File: src/shared/tmc_defs.svh
// register offsets, field positions, reset values and timing counts for the timer core
// assumes a 32-bit classic wishbone slave, word aligned registers
`ifndef TMC_DEFS_SVH
`define TMC_DEFS_SVH
`define TMC_OFS_CTRL     8'h00
`define TMC_OFS_CNT_LO   8'h04
`define TMC_OFS_CNT_HI   8'h08
`define TMC_OFS_CMPA_LO  8'h0C
`define TMC_OFS_CMPA_HI  8'h10
`define TMC_OFS_CMPB_LO  8'h14
`define TMC_OFS_CMPB_HI  8'h18
`define TMC_OFS_CMPP_LO  8'h1C
`define TMC_OFS_CMPP_HI  8'h20
`define TMC_OFS_PINSEL0  8'h24
`define TMC_OFS_PINSEL1  8'h28
`define TMC_OFS_PORTINV  8'h2C
`define TMC_OFS_IRQ_STAT 8'h30
`define TMC_OFS_IRQ_MASK 8'h34
`define TMC_OFS_ID       8'h38
// control register fields
`define TMC_CTRL_RUN      0
`define TMC_CTRL_CKSEL_LO 1
`define TMC_CTRL_EDGE     4
`define TMC_CTRL_MODE_LO  5
`define TMC_CTRL_ACT_LO   6
`define TMC_CTRL_CLRSRC   8
// clock select codes
`define TMC_CK_SYS4     3'h0
`define TMC_CK_SYS      3'h1
`define TMC_CK_HIGH16   3'h2
`define TMC_CK_HIGH64   3'h3
`define TMC_CK_TBC      3'h4
`define TMC_CK_RSVD     3'h5
`define TMC_CK_EXT_RISE 3'h6
`define TMC_CK_EXT_ALT  3'h7
// divider ratios
`define TMC_DIV_SYS4    8'h03
`define TMC_DIV_HIGH16  8'h0F
`define TMC_DIV_HIGH64  8'h3F
// reset values of pin select registers and the identity value
`define TMC_PINSEL0_RST 8'h93
`define TMC_PINSEL1_RST 8'h11
`define TMC_ID_VALUE    32'h0000_5A11
`endif

File: src/shared/tmc_pkg.sv
// types shared by the timer core
// assumes tmc_defs.svh for numeric constants
package tmc_pkg;
    typedef enum logic [1:0] {
        TMC_ACT_NONE,
        TMC_ACT_LOW,
        TMC_ACT_HIGH,
        TMC_ACT_TOGGLE
    } tmc_act_type;
    typedef enum logic [1:0] {
        TMC_MODE_CMP,
        TMC_MODE_PWM
    } tmc_mode_type;
    typedef struct packed {
        logic [2:0] cksel;
        logic       edge_fall;
        logic       pwm;
        tmc_act_type act;
        logic       clr_on_a;
        logic       run;
    } tmc_ctrl_type;
    typedef struct packed {
        logic hit_p;
        logic hit_b;
        logic hit_a;
    } tmc_irq_type;
endpackage : tmc_pkg

File: src/rtl/tmc_core.sv
// timer module common core: 16-bit counter, comparators a, b, p, pin routing
// assumes a classic wishbone master on mclk; pins external to mclk domain
//
// Chosen here: register access over Wishbone and the register addresses.
`timescale 1ns/1ns
`include "tmc_defs.svh"
module tmc_core
    import tmc_pkg::*;
(
    input  wire logic        mclk,
    input  wire logic        resetn,
    input  wire logic        wb_cyc_i,
    input  wire logic        wb_stb_i,
    input  wire logic        wb_we_i,
    input  wire logic [7:0]  wb_adr_i,
    input  wire logic [3:0]  wb_sel_i,
    input  wire logic [31:0] wb_dat_i,
    output logic [31:0]      wb_dat_o,
    output logic             wb_ack_o,
    input  wire logic        high_clk_tick,
    input  wire logic        tbc_tick,
    input  wire logic        ext_clk_pin,
    output logic [7:0]       timer_out_pin,
    output logic [7:0]       timer_out_en,
    output logic             irq
);
    logic [7:0]   pinsel0_r, pinsel1_r, portinv_r;
    logic [9:0]   ctrl_r;
    tmc_ctrl_type ctl;
    logic [15:0]  cnt_r, cmpa_r, cmpb_r, cmpp_r;
    logic [7:0]   buf_wr_r, buf_rd_r;
    logic [2:0]   stat_r, mask_r;
    logic         ext_s1_r, ext_s2_r, ext_s3_r;
    logic [7:0]   div_r;
    logic         out_r;
    logic         tick, ext_edge, acc, wr, rd;
    tmc_irq_type  hit;
    logic         hit_a_clr;

    assign ctl = {ctrl_r[3:1], ctrl_r[4], ctrl_r[5], tmc_act_type'(ctrl_r[7:6]), ctrl_r[8], ctrl_r[0]};

    // byte-lane write helper, only lane 0 carries the 8-bit fields
    function automatic logic [7:0] lane0(input logic [7:0] old, input logic [3:0] sel, input logic [31:0] d);
        lane0 = sel[0] ? d[7:0] : old;
    endfunction : lane0

    // wishbone handshake: one wait state, ack drops after one cycle
    assign acc = wb_cyc_i && wb_stb_i && !wb_ack_o;
    assign wr  = acc && wb_we_i;
    assign rd  = acc && !wb_we_i;
    always_ff @(posedge mclk) begin
        if (!resetn) wb_ack_o <= 1'b0;
        else         wb_ack_o <= acc;
    end

    // pin synchroniser, the edge detector reads only stages two and three
    always_ff @(posedge mclk) begin
        if (!resetn) begin
            ext_s1_r <= 1'b0;
            ext_s2_r <= 1'b0;
            ext_s3_r <= 1'b0;
        end else begin
            ext_s1_r <= ext_clk_pin && pinsel0_r[0];
            ext_s2_r <= ext_s1_r;
            ext_s3_r <= ext_s2_r;
        end
    end
    assign ext_edge = ctl.edge_fall ? (ext_s3_r && !ext_s2_r) : (!ext_s3_r && ext_s2_r);

    // prescaler for the divided clock choices
    always_ff @(posedge mclk) begin
        if (!resetn) div_r <= 8'h00;
        else         div_r <= div_r + 8'h01;
    end

    // clock source select; reserved code feeds nothing
    always_comb begin
        case (ctl.cksel)
            `TMC_CK_SYS4:     tick = (div_r & `TMC_DIV_SYS4) == `TMC_DIV_SYS4;
            `TMC_CK_SYS:      tick = 1'b1;
            `TMC_CK_HIGH16:   tick = high_clk_tick && ((div_r & `TMC_DIV_HIGH16) == `TMC_DIV_HIGH16);
            `TMC_CK_HIGH64:   tick = high_clk_tick && ((div_r & `TMC_DIV_HIGH64) == `TMC_DIV_HIGH64);
            `TMC_CK_TBC:      tick = tbc_tick;
            `TMC_CK_RSVD:     tick = 1'b0;
            default:          tick = ext_edge;
        endcase
        tick = tick && ctl.run;
    end

    // comparator hits, sampled on the counter value
    assign hit.hit_a = tick && (cnt_r == cmpa_r);
    assign hit.hit_b = tick && (cnt_r == cmpb_r);
    assign hit.hit_p = tick && (cnt_r == cmpp_r);
    assign hit_a_clr = ctl.clr_on_a ? hit.hit_a : hit.hit_p;

    // counter: wraps naturally, clear on selected match, buffered write via high byte
    always_ff @(posedge mclk) begin
        if (!resetn) begin
            cnt_r <= 16'h0000;
        end else if (wr && wb_adr_i == `TMC_OFS_CNT_HI) begin
            cnt_r <= {lane0(cnt_r[15:8], wb_sel_i, wb_dat_i), buf_wr_r};
        end else if (hit_a_clr) begin
            cnt_r <= 16'h0000;
        end else if (tick) begin
            cnt_r <= cnt_r + 16'h0001;
        end
    end

    // low-byte write buffer and read latch shared by all pairs
    always_ff @(posedge mclk) begin
        if (!resetn) begin
            buf_wr_r <= 8'h00;
            buf_rd_r <= 8'h00;
        end else begin
            if (wr && (wb_adr_i == `TMC_OFS_CNT_LO || wb_adr_i == `TMC_OFS_CMPA_LO ||
                       wb_adr_i == `TMC_OFS_CMPB_LO || wb_adr_i == `TMC_OFS_CMPP_LO))
                buf_wr_r <= lane0(buf_wr_r, wb_sel_i, wb_dat_i);
            if (rd) begin
                if      (wb_adr_i == `TMC_OFS_CNT_HI)  buf_rd_r <= cnt_r[7:0];
                else if (wb_adr_i == `TMC_OFS_CMPA_HI) buf_rd_r <= cmpa_r[7:0];
                else if (wb_adr_i == `TMC_OFS_CMPB_HI) buf_rd_r <= cmpb_r[7:0];
                else if (wb_adr_i == `TMC_OFS_CMPP_HI) buf_rd_r <= cmpp_r[7:0];
            end
        end
    end

    // comparator registers, loaded only on the high-byte write
    always_ff @(posedge mclk) begin
        if (!resetn) begin
            cmpa_r <= 16'hFFFF;
            cmpb_r <= 16'hFFFF;
            cmpp_r <= 16'hFFFF;
        end else if (wr) begin
            if (wb_adr_i == `TMC_OFS_CMPA_HI) cmpa_r <= {lane0(cmpa_r[15:8], wb_sel_i, wb_dat_i), buf_wr_r};
            if (wb_adr_i == `TMC_OFS_CMPB_HI) cmpb_r <= {lane0(cmpb_r[15:8], wb_sel_i, wb_dat_i), buf_wr_r};
            if (wb_adr_i == `TMC_OFS_CMPP_HI) cmpp_r <= {lane0(cmpp_r[15:8], wb_sel_i, wb_dat_i), buf_wr_r};
        end
    end

    // plain configuration registers
    always_ff @(posedge mclk) begin
        if (!resetn) begin
            ctrl_r    <= 10'h000;
            pinsel0_r <= `TMC_PINSEL0_RST;
            pinsel1_r <= `TMC_PINSEL1_RST;
            portinv_r <= 8'h00;
            mask_r    <= 3'h0;
        end else if (wr) begin
            if (wb_adr_i == `TMC_OFS_CTRL) begin
                if (wb_sel_i[0]) ctrl_r[7:0] <= wb_dat_i[7:0];
                if (wb_sel_i[1]) ctrl_r[9:8] <= wb_dat_i[9:8];
            end
            else if (wb_adr_i == `TMC_OFS_PINSEL0)  pinsel0_r <= lane0(pinsel0_r, wb_sel_i, wb_dat_i);
            else if (wb_adr_i == `TMC_OFS_PINSEL1)  pinsel1_r <= lane0(pinsel1_r, wb_sel_i, wb_dat_i);
            else if (wb_adr_i == `TMC_OFS_PORTINV)  portinv_r <= lane0(portinv_r, wb_sel_i, wb_dat_i);
            else if (wb_adr_i == `TMC_OFS_IRQ_MASK && wb_sel_i[0]) mask_r <= wb_dat_i[2:0];
        end
    end

    // sticky status: a hit in the clearing cycle wins over the write-one clear
    always_ff @(posedge mclk) begin
        if (!resetn) begin
            stat_r <= 3'h0;
        end else begin
            stat_r <= (stat_r & ~((wr && wb_adr_i == `TMC_OFS_IRQ_STAT && wb_sel_i[0]) ? wb_dat_i[2:0] : 3'h0))
                      | {hit.hit_p, hit.hit_b, hit.hit_a};
        end
    end
    assign irq = |(stat_r & mask_r);

    // output state: match actions in compare mode, set at p and clear at a in pwm mode
    always_ff @(posedge mclk) begin
        if (!resetn) begin
            out_r <= 1'b0;
        end else if (ctl.pwm) begin
            if (hit.hit_a)      out_r <= 1'b0;
            else if (hit.hit_p) out_r <= 1'b1;
        end else if (hit.hit_a) begin
            case (ctl.act)
                TMC_ACT_LOW:    out_r <= 1'b0;
                TMC_ACT_HIGH:   out_r <= 1'b1;
                TMC_ACT_TOGGLE: out_r <= !out_r;
                default:        out_r <= out_r;
            endcase
        end
    end

    // pins: enable from select bits, per-pin inversion gives complementary pairs
    always_ff @(posedge mclk) begin
        if (!resetn) begin
            timer_out_pin <= 8'h00;
            timer_out_en  <= 8'h00;
        end else begin
            timer_out_pin <= {8{out_r}} ^ portinv_r;
            timer_out_en  <= {pinsel1_r[5:4], pinsel1_r[1:0], pinsel0_r[7:4]};
        end
    end

    // read mux; low bytes return the latch filled by the high-byte read
    always_ff @(posedge mclk) begin
        if (!resetn) begin
            wb_dat_o <= 32'h0000_0000;
        end else if (rd) begin
            if      (wb_adr_i == `TMC_OFS_CTRL)     wb_dat_o <= {22'h0, ctrl_r};
            else if (wb_adr_i == `TMC_OFS_CNT_HI)   wb_dat_o <= {24'h0, cnt_r[15:8]};
            else if (wb_adr_i == `TMC_OFS_CMPA_HI)  wb_dat_o <= {24'h0, cmpa_r[15:8]};
            else if (wb_adr_i == `TMC_OFS_CMPB_HI)  wb_dat_o <= {24'h0, cmpb_r[15:8]};
            else if (wb_adr_i == `TMC_OFS_CMPP_HI)  wb_dat_o <= {24'h0, cmpp_r[15:8]};
            else if (wb_adr_i == `TMC_OFS_CNT_LO || wb_adr_i == `TMC_OFS_CMPA_LO ||
                     wb_adr_i == `TMC_OFS_CMPB_LO || wb_adr_i == `TMC_OFS_CMPP_LO)
                wb_dat_o <= {24'h0, buf_rd_r};
            else if (wb_adr_i == `TMC_OFS_PINSEL0)  wb_dat_o <= {24'h0, pinsel0_r};
            else if (wb_adr_i == `TMC_OFS_PINSEL1)  wb_dat_o <= {24'h0, pinsel1_r};
            else if (wb_adr_i == `TMC_OFS_PORTINV)  wb_dat_o <= {24'h0, portinv_r};
            else if (wb_adr_i == `TMC_OFS_IRQ_STAT) wb_dat_o <= {29'h0, stat_r};
            else if (wb_adr_i == `TMC_OFS_IRQ_MASK) wb_dat_o <= {29'h0, mask_r};
            else if (wb_adr_i == `TMC_OFS_ID)       wb_dat_o <= `TMC_ID_VALUE; // value is arbitrary
            else                                    wb_dat_o <= 32'h0000_0000;
        end
    end

    // checks
    reserved_stop_a: assert property (@(posedge mclk) disable iff (!resetn)
        (ctl.cksel == `TMC_CK_RSVD) && !(wr && wb_adr_i == `TMC_OFS_CNT_HI) |=> $stable(cnt_r))
        else $error("counter moved on reserved clock");
    sys_count_a: assert property (@(posedge mclk) disable iff (!resetn)
        ctl.run && ctl.cksel == `TMC_CK_SYS && !hit_a_clr && !wr |=> cnt_r == $past(cnt_r) + 16'h0001)
        else $error("counter did not advance");
    match_irq_a: assert property (@(posedge mclk) disable iff (!resetn)
        hit.hit_a |=> stat_r[0])
        else $error("match a not flagged");
    match_p_a: assert property (@(posedge mclk) disable iff (!resetn)
        hit.hit_p |=> stat_r[2])
        else $error("match p not flagged");
    match_b_a: assert property (@(posedge mclk) disable iff (!resetn)
        hit.hit_b |=> stat_r[1])
        else $error("match b not flagged");
    clear_on_a: assert property (@(posedge mclk) disable iff (!resetn)
        hit_a_clr && !wr |=> cnt_r == 16'h0000)
        else $error("counter not cleared");
    toggle_out_a: assert property (@(posedge mclk) disable iff (!resetn)
        !ctl.pwm && ctl.act == TMC_ACT_TOGGLE && hit.hit_a |=> out_r != $past(out_r))
        else $error("output not toggled");
    invert_pin_a: assert property (@(posedge mclk) disable iff (!resetn)
        ##1 timer_out_pin == ({8{$past(out_r)}} ^ $past(portinv_r)))
        else $error("inversion wrong");
    ext_only_a: assert property (@(posedge mclk) disable iff (!resetn)
        ctl.cksel == `TMC_CK_EXT_RISE && ctl.run && !ext_edge && !wr |=> $stable(cnt_r))
        else $error("counted without edge");
    cover_match_a: cover property (@(posedge mclk) hit.hit_a);
    cover_pwm:     cover property (@(posedge mclk) ctl.pwm && hit.hit_p ##[1:50] hit.hit_a);
    cover_ext:     cover property (@(posedge mclk) ext_edge && tick);
endmodule : tmc_core

File: config.mk
export PLATFORM = sky130hd
export DESIGN_NAME = tmc_core
export DESIGN_NICKNAME = d
export VERILOG_FILES = /design/src/shared/tmc_pkg.sv /design/src/rtl/tmc_core.sv
export VERILOG_INCLUDE_DIRS = /design/src /design/src/shared
export SDC_FILE = /design/constraint.sdc
export NUM_CORES = 1
export LEC_CHECK = 0
export BUFFER_PORTS_ARGS = -buffer_cell sky130_fd_sc_hd__buf_2
export CAP_MARGIN = 10
export CORE_AREA = 2 2 121 123
export CTS_CLUSTER_SIZE = 25
export DETAILED_ROUTE_END_ITERATION = 7
export DIE_AREA = 0 0 123 125
export HOLD_SLACK_MARGIN = 0.05
export PLACE_DENSITY = 0.86
export SYNTH_ARGS = -nofsm -noshare
export SYNTH_HDL_FRONTEND = slang
export SYNTH_SLANG_ARGS = --single-unit
File: constraint.sdc
create_clock -name mclk -period 2.95 [get_ports mclk]
set_clock_uncertainty 0.05 [all_clocks]
set_input_delay 0.59 -clock mclk [delete_from_list [all_inputs] [get_ports mclk]]
set_output_delay 0.59 -clock mclk [all_outputs]
set_load 0.03 [all_outputs]
==> impl_metrics.ini <==
[run_status]
status = completed

[sta]
slew_headroom_pct = 27.38
finalSetupViolCount = 0
period_needed_ns = 2.604
min_period_over_period_pct = 88.26
fin_setup_tns_ns = 0
hold_viol_final = 0
fin_ws_ns = 0.3465
fmax_mhz = 384.1
rsz0062_at_grt = false
slew_violations = 0
worstMarginPinSlew_ns = 1.082

[critical_path]
startpoint = div_r[0]$_SDFF_PN0_
crit-reg2reg-launch = div_r[0]$_SDFF_PN0_
slowest_delay_ns = 0.57
worstPathRequired_ns = 3.22
setup.worst_path.end_class = register
path_cells = ha_1, nand3_1, or4b_1, a311oi_1, a22oi_4, a221oi_1, a21oi_1
arrival_ns = 2.87
path_max_fanout = 19
path_delay_family = compound AO/OA/AOI/OAI gates
crit_type = register to register
start_kind = register
r2r_setup_slack_ns = 0.35
cpMaxStageDelayCell = or4b_1
cp.depth = 7
worst_r2r_endpoint = cnt_r[8]$_SDFFE_PN0P_
r2r.worst_path.cells = 7
cp_num_buf_inv = 0
worstSetupEndpoint = cnt_r[8]$_SDFFE_PN0P_

[clocking]
clkTransAtPathRegs_ns = 0.06
root_buffer = clkbuf_16
post_cts_buffers = 0
max-clock-path-buffers = 2
cts_buffers = 17
cts.htree.levels = 4
hold_buffers = 0
ctsResizeCount = 0
clock_latency_ns = 0.44
tritoncts = done
clkSinkCount = 158

[routing]
drt_iter0_drc = 987
drc = 0
dr_total_vias = 7601
routed_wirelength_um = 23430
drt_pass1_iterations = 5
ant_nets = 0
routedWlPerCell_um = 19.59
routed_via_density = 6.355

[synthesis]
synth_top_area_share_pct = 39.62
yosys_warnings = 0
async_reset_ff_share_pct = 0
yosysMostFrequentCell = dfxtp_1
synth_edf_count = 0
synthCells = 969
ys_ff_latch = 158
netlist_area_um2 = 7984
ys_seq_area_share_pct = 39.62
yosys-top-cells-count = dfxtp_1, nand2_1, nor2_1
ys.flop_type = dfxtp_1
synth.distinct_cells = 72
synth_area_leaders = dfxtp_1, xnor2_1, mux2i_1
syn_avg_cell_area_um2 = 8.239
synth_area_leader_cell = dfxtp_1

[power]
p_int_mw = 3.558
p_comb_share_pct = 5.6
p_sw_mw = 1.099
peakVddDrop_uv = 434.2
finalPower_mw = 4.656
clkPwrFrac_pct = 48.1
seqPwrFrac_pct = 46.4
p_sw_share_pct = 23.59
pwr_density_cell_nw_per_um2 = 519.3
p_leak_nw = 3.556

[die]
rows = 44
io_pins = 102
die_h_um = 125
initial_utilization_pct = 56.21
core_area_um2 = 14200
die_w_um = 123
dieArea_um2 = 15380

[place]
pre_cts_slack_ns = 0.1250
placed_cells = 1165
gp_congestion = 0.9742
io_buffers = 58
hpwl_um = 16080

[global_route]
grt_max_degree = 52
grt_use_total_pct = 30.62
antenna_found_initial = 0
grt_pass1_wl_um = 36680
first_global_vias = 7060
grt_overflow = 0

[cells_and_area]
n_antenna_cell = 0
fin_util_pct = 63.13
final_layout_size_suffix_gt1_share_pct = 14.72
area_growth_pct = 12.30
n_fill_cell = 1147
fin_nets = 1056
fin_cells = 1196

[job]
drv_cap = 0

[worst_hold_path]
hold_class = primary input to register
how the worst min path moves through the flow:
| stage | cells past startpoint | from | end |
|---|---|---|---|
| after floorplan | 1 | ext_s1_r$_SDFF_PN0_ | ext_s2_r$_SDFF_PN0_ |
| after global routing | 2 | ext_clk_pin | ext_s1_r$_SDFF_PN0_ |
| after detailed placement | 1 | ext_s1_r$_SDFF_PN0_ | ext_s2_r$_SDFF_PN0_ |
| after CTS | 2 | ext_clk_pin | ext_s1_r$_SDFF_PN0_ |
| after global placement | 1 | ext_s1_r$_SDFF_PN0_ | ext_s2_r$_SDFF_PN0_ |
| final | 2 | ext_clk_pin | ext_s1_r$_SDFF_PN0_ |
per-layer routing:
layer  up-vias  share of wire, %  track usage [%]
met5         -                 0                0
met4         0               4.2            15.71
met3        82                11            5.794
met2       504                45            46.51
met1      3595                39            41.28
li1       3420                 -                -
logic make-up (layout without fill, tap and decap cells):
logic type	count (synthesis)	in the layout	synth area share, %
fa+ha+maj	4	4	0.6269
other cells	1	19	0.04697
xor+xnor	63	63	6.911
flops	158	158	39.62
buf+inv	111	136	6.488
simple gates	409	409	25.43
compound gates	168	168	13.93
mux	55	55	6.942
power by group through the flow:
stage	Clock (mW)	Combinational (mW)	Sequential, mW
6_report	2.24	0.259	2.16
2_1_floorplan	0	0.175	2.21
3_3_place_gp	0	0.244	2.21
3_5_place_dp	0	0.249	2.21
4_1_cts	2.24	0.250	2.16
5_1_grt	2.34	0.270	2.16
state kept, by name, summed over array words and instances, names as in the netlist, 10 cells and up:
register	count
cmpa_r	16
cnt_r	16
cmpp_r	16
ctrl_r	10
cmpb_r	16
wb_dat_o	11
stage by stage:
step	hold WS, ns	instance area (um2)
after global placement	0.3648	8376
final	0.3320	8966
after detailed placement	0.3694	8376
after floorplan	0.3619	8051
after CTS	0.3220	8966
after global routing	0.3339	8966
cells in the final DEF (no fill, tap or decap), types with 7 or more instances in the layout:
cell,count
dfxtp_1,158
nand2_1,128
nor2_1,92
nand3_1,80
xnor2_1,60
buf_2,58
mux2i_1,52
a21oi_1,51
buf_4,30
o21ai_0,26
conb_1,19
o22ai_1,18
nor3_1,18
clkbuf_16,17
nand4_1,16
inv_1,14
and2_1,11
nor4_1,10
and3_1,9
o211ai_1,9
a22oi_1,8
or3_1,7
a31oi_1,7
layout make-up:
cell class | count | area [um2] | area share [%]
multi-input cells | 718 | 4370 | 48.74
clock inverters | 10 | 140.1 | 1.563
well taps | 184 | 230.2 | 2.568
repair buffers | 90 | 555.5 | 6.196
inverters | 15 | 56.30 | 0.6280
clock buffers | 21 | 450.4 | 5.024
flip-flops and latches | 158 | 3163 | 35.28
No activity file was read; power rests on OpenSTA's default activity.
